**config.mk**
```make
export PLATFORM = sky130hd
export DESIGN_NAME = lpst_timing_ctrl
export DESIGN_NICKNAME = d
export VERILOG_FILES = /design/src/inc/lpst_pkg.sv /design/src/inc/lpst_tick_if.sv /design/src/hdl/lpst_clk_div.sv /design/src/hdl/lpst_timing_ctrl.sv
export SDC_FILE = /design/constraint.sdc
export NUM_CORES = 1
export LEC_CHECK = 0
export ABC_CLOCK_PERIOD_IN_PS = 5800
export CAP_MARGIN = 20
export CORE_MARGIN = 2
export CORE_UTILIZATION = 36
export CTS_BUF_LIST = sky130_fd_sc_hd__clkbuf_2
export CTS_CLUSTER_SIZE = 24
export DETAILED_ROUTE_END_ITERATION = 16
export DONT_BUFFER_PORTS = 1
export PLACE_DENSITY_LB_ADDON = 0.12
export SYNTH_ARGS = -nofsm -noshare
export SYNTH_HDL_FRONTEND = slang
export SYNTH_SLANG_ARGS = --single-unit
```
**constraint.sdc**
```tcl
create_clock -name clock_i -period 5.8 [get_ports clock_i]
set_input_delay 0.29 -clock clock_i [delete_from_list [all_inputs] [get_ports clock_i]]
set_output_delay 0.29 -clock clock_i [all_outputs]
set_load 0.03 [all_outputs]
```
**src/inc/lpst_pkg.sv**
```systemverilog
// Purpose: constants and types shared by the panel sync timing controller
// Assumes: 125 MHz system clock
// Notes: horizontal counts in pixel clocks, vertical counts in lines
package lpst_pkg;

  localparam int unsigned LPST_SYS_CLK_KHZ = 125000;
  localparam int unsigned LPST_CNT_W = 12;
  localparam int unsigned LPST_COLOUR_W = 8;
  localparam int unsigned LPST_RESET_HOLD_US = 10;
  localparam int unsigned LPST_RESET_HOLD_CYC =
    (LPST_RESET_HOLD_US * LPST_SYS_CLK_KHZ + 999) / 1000;

  typedef enum logic [1:0] {
    LPST_MODE_800X480,
    LPST_MODE_480X272,
    LPST_MODE_400X240
  } lpst_mode_type;

  typedef struct packed {
    logic [LPST_CNT_W-1:0] sync;
    logic [LPST_CNT_W-1:0] back;
    logic [LPST_CNT_W-1:0] active;
    logic [LPST_CNT_W-1:0] front;
  } lpst_axis_type;

  typedef struct packed {
    lpst_axis_type horiz;
    lpst_axis_type vert;
    logic [7:0] clk_div;
  } lpst_timing_type;

  // pixel clock targets in kHz: 33.2 MHz, 9 MHz, 8.3 MHz
  localparam int unsigned LPST_PCLK_800_KHZ = 33200;
  localparam int unsigned LPST_PCLK_480_KHZ = 9000;
  localparam int unsigned LPST_PCLK_400_KHZ = 8300;
  // divide ratio rounded to nearest, kept even so the clock stays square
  localparam logic [7:0] LPST_DIV_800 =
    8'((LPST_SYS_CLK_KHZ + LPST_PCLK_800_KHZ) / (2 * LPST_PCLK_800_KHZ) * 2);
  localparam logic [7:0] LPST_DIV_480 =
    8'((LPST_SYS_CLK_KHZ + LPST_PCLK_480_KHZ) / (2 * LPST_PCLK_480_KHZ) * 2);
  localparam logic [7:0] LPST_DIV_400 =
    8'((LPST_SYS_CLK_KHZ + LPST_PCLK_400_KHZ) / (2 * LPST_PCLK_400_KHZ) * 2);

  localparam lpst_timing_type LPST_T_800 = '{
    horiz: '{sync: 12'h001, back: 12'h0D8, active: 12'h320, front: 12'h028},
    vert: '{sync: 12'h001, back: 12'h023, active: 12'h1E0, front: 12'h00A},
    clk_div: LPST_DIV_800};
  localparam lpst_timing_type LPST_T_480 = '{
    horiz: '{sync: 12'h001, back: 12'h02B, active: 12'h1E0, front: 12'h002},
    vert: '{sync: 12'h001, back: 12'h00C, active: 12'h110, front: 12'h002},
    clk_div: LPST_DIV_480};
  localparam lpst_timing_type LPST_T_400 = '{
    horiz: '{sync: 12'h001, back: 12'h06C, active: 12'h190, front: 12'h014},
    vert: '{sync: 12'h001, back: 12'h014, active: 12'h0F0, front: 12'h002},
    clk_div: LPST_DIV_400};

endpackage

```
**src/inc/lpst_tick_if.sv**
```systemverilog
// Purpose: carries the pixel rate ticks from divider to timing core
// Assumes: single 125 MHz domain
// Notes: rise and fall are one-cycle enables
interface lpst_tick_if;
  logic [7:0] div;
  logic rise;
  logic fall;
  logic level;
  modport divider (input div, output rise, output fall, output level);
  modport core (output div, input rise, input fall, input level);
endinterface

```
**src/hdl/lpst_clk_div.sv**
```systemverilog
// Purpose: derives the pixel clock level and its edge enables
// Assumes: div is even and at least 4
// Notes: fall tick launches data, rise tick is the panel sampling edge
module lpst_clk_div (
  input wire logic clock_i,
  input wire logic rst_i,
  lpst_tick_if.divider tick
);
  logic [7:0] count;
  logic level;
  logic [7:0] next_count;
  logic next_level;

  always_comb begin
    next_count = count + 8'h01;
    next_level = level;
    if (count >= (tick.div >> 1) - 8'h01) begin
      next_count = 8'h00;
      next_level = ~level;
    end
  end

  always_ff @(posedge clock_i) begin
    if (rst_i) begin
      count <= 8'h00;
      level <= 1'b0;
    end else begin
      count <= next_count;
      level <= next_level;
    end
  end

  assign tick.level = level;
  assign tick.rise = (next_level != level) && !level;
  assign tick.fall = (next_level != level) && level;

  a_div_toggles: assert property (@(posedge clock_i) disable iff (rst_i)
    (tick.rise || tick.fall) |=> !(tick.rise || tick.fall)) else $error("tick twice in a row");
endmodule // lpst_clk_div

```
**src/hdl/lpst_timing_ctrl.sv**
```systemverilog
// Purpose: drives line/frame sync, pixel valid strobe and RGB to a parallel panel
// Assumes: mode_i static; pixel source answers pixel_req_o on the same cycle
// Notes: syncs, strobe and colour change on falling pixel clock, panel samples on rising
//
// Function
// - line sync pulses low at least one pixel clock to start each row.
// - back porch follows line sync; colour invalid and strobe low.
// - strobe high during active area, one pixel per pixel clock.
// - front porch of invalid data precedes the next line sync.
// - frame sync low pulse; vertical phases sequenced in lines.
// - pixel clock 33.2, 9 or 8.3 MHz by mode; the divider gives 125 MHz divided by 4, 14 or 16 instead.
// - 800, 480 or 400 valid pixels per row.
// - line period 1056, 525 or 528 pixel clocks.
// - horizontal back porch 216, 43 or 108 pixel clocks.
// - horizontal front porch 40, 2 or 20 pixel clocks.
// - 480, 272 or 240 active rows per frame.
// - frame period 525, 286 or 262 lines.
// - frame sync lasts one line period.
// - vertical back porch 35, 12 or 20 lines.
// - vertical front porch 10, 2 or 2 lines.
// - strobe only on active rows, low on blanking lines.
// - colour as 8-bit red, green, blue launched with syncs.
// - panel reset low initialises panel, high for operation.
module lpst_timing_ctrl #(
  parameter int unsigned RESET_HOLD_CYC = lpst_pkg::LPST_RESET_HOLD_CYC
) (
  input wire logic clock_i,
  input wire logic rst_i,
  input wire lpst_pkg::lpst_mode_type mode_i,
  input wire logic [7:0] red_i,
  input wire logic [7:0] green_i,
  input wire logic [7:0] blue_i,
  output logic pixel_req_o,
  output logic frame_start_o,
  output logic pixel_clock_in_o,
  output logic line_sync_n_o,
  output logic frame_sync_n_o,
  output logic pixel_valid_strobe_o,
  output logic [7:0] red_o,
  output logic [7:0] green_o,
  output logic [7:0] blue_o,
  output logic panel_reset_n_o
);
  localparam int unsigned W = lpst_pkg::LPST_CNT_W;

  typedef enum logic [1:0] {LPST_SYNC, LPST_BACK, LPST_ACTIVE, LPST_FRONT} lpst_phase_type;

  // ---------------------------------------------------------------
  // mode table and pixel clock
  // ---------------------------------------------------------------
  lpst_pkg::lpst_timing_type tim;
  always_comb begin
    unique case (mode_i)
      lpst_pkg::LPST_MODE_800X480: tim = lpst_pkg::LPST_T_800;
      lpst_pkg::LPST_MODE_480X272: tim = lpst_pkg::LPST_T_480;
      lpst_pkg::LPST_MODE_400X240: tim = lpst_pkg::LPST_T_400;
      default: tim = lpst_pkg::LPST_T_800;
    endcase
  end

  lpst_tick_if tick ();
  assign tick.div = tim.clk_div;

  lpst_clk_div u_div (
    .clock_i(clock_i),
    .rst_i(rst_i),
    .tick(tick)
  );

  // ---------------------------------------------------------------
  // panel reset hold
  // ---------------------------------------------------------------
  logic [31:0] hold_cnt;
  logic [31:0] next_hold_cnt;
  logic running;
  always_comb begin
    next_hold_cnt = hold_cnt;
    if (!running) begin
      next_hold_cnt = hold_cnt + 32'h0000_0001;
    end
  end
  assign running = (hold_cnt >= 32'(RESET_HOLD_CYC));
  always_ff @(posedge clock_i) begin
    if (rst_i) begin
      hold_cnt <= 32'h0000_0000;
    end else begin
      hold_cnt <= next_hold_cnt;
    end
  end

  // ---------------------------------------------------------------
  // horizontal and vertical sequencers
  // ---------------------------------------------------------------
  lpst_phase_type hph, next_hph, vph, next_vph;
  logic [W-1:0] hcnt, next_hcnt, vcnt, next_vcnt;
  logic step;
  logic h_last, line_end;
  logic [W-1:0] h_len, v_len;

  assign step = running && tick.fall;

  always_comb begin
    unique case (hph)
      LPST_SYNC: h_len = tim.horiz.sync;
      // back porch counts from the start of the sync pulse
      LPST_BACK: h_len = tim.horiz.back - tim.horiz.sync;
      LPST_ACTIVE: h_len = tim.horiz.active;
      LPST_FRONT: h_len = tim.horiz.front;
    endcase
    unique case (vph)
      LPST_SYNC: v_len = tim.vert.sync;
      LPST_BACK: v_len = tim.vert.back - tim.vert.sync;
      LPST_ACTIVE: v_len = tim.vert.active;
      LPST_FRONT: v_len = tim.vert.front;
    endcase
  end

  assign h_last = (hcnt == h_len - W'(1));
  assign line_end = h_last && (hph == LPST_FRONT);

  always_comb begin
    next_hph = hph;
    next_hcnt = hcnt;
    next_vph = vph;
    next_vcnt = vcnt;
    if (step) begin
      next_hcnt = hcnt + W'(1);
      if (h_last) begin
        next_hcnt = '0;
        unique case (hph)
          LPST_SYNC: next_hph = LPST_BACK;
          LPST_BACK: next_hph = LPST_ACTIVE;
          LPST_ACTIVE: next_hph = LPST_FRONT;
          LPST_FRONT: next_hph = LPST_SYNC;
        endcase
      end
      if (line_end) begin
        next_vcnt = vcnt + W'(1);
        if (vcnt == v_len - W'(1)) begin
          next_vcnt = '0;
          unique case (vph)
            LPST_SYNC: next_vph = LPST_BACK;
            LPST_BACK: next_vph = LPST_ACTIVE;
            LPST_ACTIVE: next_vph = LPST_FRONT;
            LPST_FRONT: next_vph = LPST_SYNC;
          endcase
        end
      end
    end
  end

  always_ff @(posedge clock_i) begin
    if (rst_i) begin
      hph <= LPST_SYNC;
      vph <= LPST_SYNC;
      hcnt <= '0;
      vcnt <= '0;
    end else begin
      hph <= next_hph;
      vph <= next_vph;
      hcnt <= next_hcnt;
      vcnt <= next_vcnt;
    end
  end

  // ---------------------------------------------------------------
  // output registers; syncs, strobe and colour launched on falling pixel clock, panel reset on any system clock
  // ---------------------------------------------------------------
  logic vis, next_hs, next_vs, next_de;
  logic [7:0] next_r, next_g, next_b;
  logic hs, vs, de, prst;
  logic [7:0] r, g, b;

  // pins show the state being left, so the first step after reset is a sync
  assign vis = (hph == LPST_ACTIVE) && (vph == LPST_ACTIVE);
  assign pixel_req_o = step && vis;
  assign frame_start_o = step && line_end && (vph == LPST_FRONT)
    && (vcnt == v_len - W'(1));

  always_comb begin
    next_hs = hs;
    next_vs = vs;
    next_de = de;
    next_r = r;
    next_g = g;
    next_b = b;
    if (step) begin
      next_hs = (hph != LPST_SYNC);
      next_vs = (vph != LPST_SYNC);
      next_de = vis;
      next_r = vis ? red_i : 8'h00;
      next_g = vis ? green_i : 8'h00;
      next_b = vis ? blue_i : 8'h00;
    end
  end

  always_ff @(posedge clock_i) begin
    if (rst_i) begin
      hs <= 1'b1;
      vs <= 1'b1;
      de <= 1'b0;
      r <= 8'h00;
      g <= 8'h00;
      b <= 8'h00;
      prst <= 1'b0;
    end else begin
      hs <= next_hs;
      vs <= next_vs;
      de <= next_de;
      r <= next_r;
      g <= next_g;
      b <= next_b;
      prst <= running;
    end
  end

  assign pixel_clock_in_o = tick.level;
  assign line_sync_n_o = hs;
  assign frame_sync_n_o = vs;
  assign pixel_valid_strobe_o = de;
  assign red_o = r;
  assign green_o = g;
  assign blue_o = b;
  assign panel_reset_n_o = prst;

  // ---------------------------------------------------------------
  // checks
  // ---------------------------------------------------------------
  a_strobe_in_blank: assert property (@(posedge clock_i) disable iff (rst_i)
    (vph != LPST_ACTIVE && $past(vph) != LPST_ACTIVE) |-> !de) else $error("strobe in vblank");
  a_strobe_no_sync: assert property (@(posedge clock_i) disable iff (rst_i)
    de |-> (hs && vs)) else $error("strobe during sync");
  a_sync_after_front: assert property (@(posedge clock_i) disable iff (rst_i)
    (hph == LPST_SYNC && $changed(hph)) |-> $past(hph) == LPST_FRONT)
    else $error("line sync not after front porch");
  a_vsync_on_line: assert property (@(posedge clock_i) disable iff (rst_i)
    $fell(vs) |-> $fell(hs)) else $error("frame sync not aligned to line");
  a_reset_idle: assert property (@(posedge clock_i)
    rst_i |=> (hs && vs && !de && !prst)) else $error("bad reset outputs");
  a_panel_reset: assert property (@(posedge clock_i) disable iff (rst_i)
    !running |=> !prst) else $error("panel released early");
  a_data_blank: assert property (@(posedge clock_i) disable iff (rst_i)
    !de |-> (r == 8'h00 && g == 8'h00 && b == 8'h00)) else $error("colour outside active");
  a_out_on_fall: assert property (@(posedge clock_i) disable iff (rst_i)
    $changed(de) |-> $past(tick.fall)) else $error("strobe moved off falling edge");
  a_hcnt_range: assert property (@(posedge clock_i) disable iff (rst_i)
    hcnt < h_len) else $error("line counter overrun");
  a_vcnt_range: assert property (@(posedge clock_i) disable iff (rst_i)
    vcnt < v_len) else $error("frame counter overrun");

  c_line_sync: cover property (@(posedge clock_i) disable iff (rst_i) $fell(hs));
  c_frame_sync: cover property (@(posedge clock_i) disable iff (rst_i) $fell(vs));
  c_first_pixel: cover property (@(posedge clock_i) disable iff (rst_i) $rose(de));
  c_panel_up: cover property (@(posedge clock_i) disable iff (rst_i) $rose(prst));
endmodule // lpst_timing_ctrl

```
==> metrics.txt <==
Hold Vio Cnt, Final=0; area of the multi-input gates=0.002755 mm²; number of iterations in the first detailed-routing pass=4; via count of the first global-routing pass=3794; Ys Warns=0; total internal power=0.7711 mW; Crit Path Category=reg2out; Setup crit end kind=primary output; CP Cell Sequence=inv_1 > ha_1 > mux2_2 > a221o_1 > nand2_1 > o2111ai_1 > nor3_1 > nand4_2 > nor4bb_1 > buf_4; # diodes=0; Netlist Area Pre-Place=0.004932 mm²; core box area=0.01330 mm²; Cell variety after synth=66; Period minus WS final=4403 ps; GPL Wtd Cong=0.7935; TNS Setup=0 ps; drt first-iter violations=158; initial antenna violation count=0; vias per std cell=5.174; CTS tree=built; row cnt=42; Post-synth EDFFs=0; reg2reg start=hph[0]; Crit. Startpoint=hph[0]; All-Layer GR Usage=15.69%; critical path's slowest cell=dfxtp_1; initial core utilization=37.10%; clk slew on worst S/H paths=320 ps; Mean Syn Cell Area=8.745 µm²; Psw=0.2971 mW; pin count of the biggest net entering global routing=65; first-pass GRT wire length=18270 µm; Worst Hold Slack=320.1 ps; H-tree levels=3; Final setup viols=0; Worst Path Arrival=4110 ps; Layout area overhead=10.65%; Slew HR=40.26%; routed wire length=11020 µm; routed len/inst=14.54 µm; Synth Register Bits=97; maximum vdd drop=0.0001389 V; fraction of registers with async set/reset=0%; Min-Delay Startpoint=blue_i[6]; outcome=complete, no violations; Synth Flop Type=dfxtp_1; sequential share of the synthesized area=39.37%; crit-path max FO=17; fin nets=631; clock share of power=31.2%; # IOs=59; worst skew pair latency=630 ps; sw frac=27.81%; share of post-route cells with drive strength above 1=6.357%; Die Area=0.01465 mm²; DRC viols=0; startpoint types=flop; required time of the critical path=5510 ps; leakage=2.030 nW; Routed Antenna Nets=0; clock skew=48.45 ps; post-CTS sizing=0; Die Wd=121.1 µm; CP max stage delay=570 ps; Clock Sinks=97; grt ovf=0; R2R setup slack=1970 ps; combinational fraction of design power=5.3%; CTS Root Buffer Type=clkbuf_2; Power Dens Cells=195.7 mW/mm²; Via Count=3922; Seq pwr share=63.6%; register area=0.001942 mm²; die height=121.1 µm; unrepaired setup endpoints after global routing=no; Clock Path Buffers=2; Final Util=41.05%; Post-DP HPWL=7558 µm; port bufs=0; Slew Viols, Final=0; Max Clock Freq=227.1 MHz; Final period util=75.91%; total CTS buffers=9; Mapped Cells=564; Hold Path Class=in2reg; max_cap viols=0; slew at the pin with the worst max-slew slack=890.7 ps; fill cell count=1315
synth_stat cells (7+ instances only):
master / number / share of area, %
a21oi_1: 23 / 2.3
a22oi_1: 26 / 4.0
clkbuf_1: 19 / 1.4
dfxtp_1: 97 / 39
ha_1: 26 / 6.6
inv_1: 27 / 2.1
nand2_1: 28 / 2.1
nand3_1: 17 / 1.7
nand4_1: 10 / 1.3
nor2_1: 73 / 5.6
nor2b_1: 29 / 3.7
nor3_1: 12 / 1.2
o21ai_0: 21 / 2.1
o31ai_1: 7 / 1.1
or3_1: 10 / 1.3
xnor2_1: 12 / 2.1
xor2_1: 23 / 4.1
per-layer routing:
metal / GRT usage (%) / part of all wire, %
met4: 6.250 / 1.9
met2: 25.81 / 49
met5: 0 / 0
met3: 4.229 / 3.8
met1: 19.43 / 45
cells in the final DEF, fill, tap and decap left out, drive strengths merged, types with 6 or more instances in the layout:
cell,Yosys,routed
inv,27,31
o21ai,21,21
ha,26,26
nor2b,29,29
xor2,23,23
o31ai,8,8
nand2,28,28
dlygate4sd3,0,26
clkbuf,19,9
nand4,11,11
dfxtp,97,97
nor2,73,73
nor3,13,13
a22oi,26,26
a21oi,24,24
or3,10,10
nor4,6,6
mux2i,6,6
nand3,19,19
xnor2,12,12
or4,6,6
cell type report:
cell class,count,area share (%)
clock buffers,9,0.8253
clock inverters,7,1.398
inverters,27,1.857
multi-input cells,411,50.48
flip-flops and latches,97,35.58
well taps,176,4.035
repair buffers,31,5.823
power by group through the flow:
stage               combinational [mW]  sequential (mW)  clock [mW]
floorplan                       0.0332            0.689           0
global placement                0.0319            0.690           0
detailed placement              0.0325            0.690           0
CTS                             0.0562            0.679       0.355
global route                    0.0628            0.681       0.379
finish                          0.0561            0.679       0.333
path summary, 6_finish.rpt:
path | endpoint | depth (start not counted)
setup / recovery | frame_start_o | 10
hold / removal | blue_o[6] | 3
setup reg to reg | vcnt[1] | 10
hold reg to reg | hold_cnt[29] | 1
sequential cells by signal, summed over array words and instances, names as in the netlist:
signal / cells
u_div.tick.level: 1
u_div.count: 8
hold_cnt: 32
frame_sync_n_o: 1
pixel_valid_strobe_o: 1
panel_reset_n_o: 1
vph: 2
vcnt: 12
blue_o: 8
hph: 2
red_o: 8
line_sync_n_o: 1
hcnt: 12
green_o: 8
cells by family after synthesis:
family | Yosys count | synth area share, %
muxes | 10 | 2.283
DFF | 97 | 39.37
adders and majority gates | 26 | 6.596
other | 1 | 0.07603
xor gates and xnor gates | 37 | 7.154
buffers and inverters | 58 | 5.023
AOI/OAI and AO/OA | 115 | 16.03
and+or+nand+nor | 220 | 23.47
worst max-delay path: cells and delay by family (launching register included):
kind                     cells  cell delay, ps
AO/OA/AOI/OAI                2             440
adder cells (fa/ha/maj)      1             340
buffers and inverters        2             390
flip-flops                   1             570
multiplexers                 1             340
AND/OR/NAND/NOR              4            1370
per-stage QoR:
| stage | power, mW | worst slack (ps) | std cells | cell area (µm²) |
|---|---|---|---|---|
| global route | 1.122 | 1108 | 758 | 5458 |
| floorplan | 0.7226 | 2024 | 566 | 4940 |
| global placement | 0.7223 | 1932 | 715 | 5049 |
| detailed placement | 0.7229 | 1779 | 715 | 5049 |
| CTS | 1.091 | 1316 | 758 | 5458 |
| finish | 1.068 | 1397 | 758 | 5458 |
what timing repair did:
action                                  CTS  global route
endpoints found under the setup margin    0             0
hold endpoints to repair                 67             0
hold buffers                             27             0
setup buffers                             0             0
No activity file was read; power rests on OpenSTA's default activity.
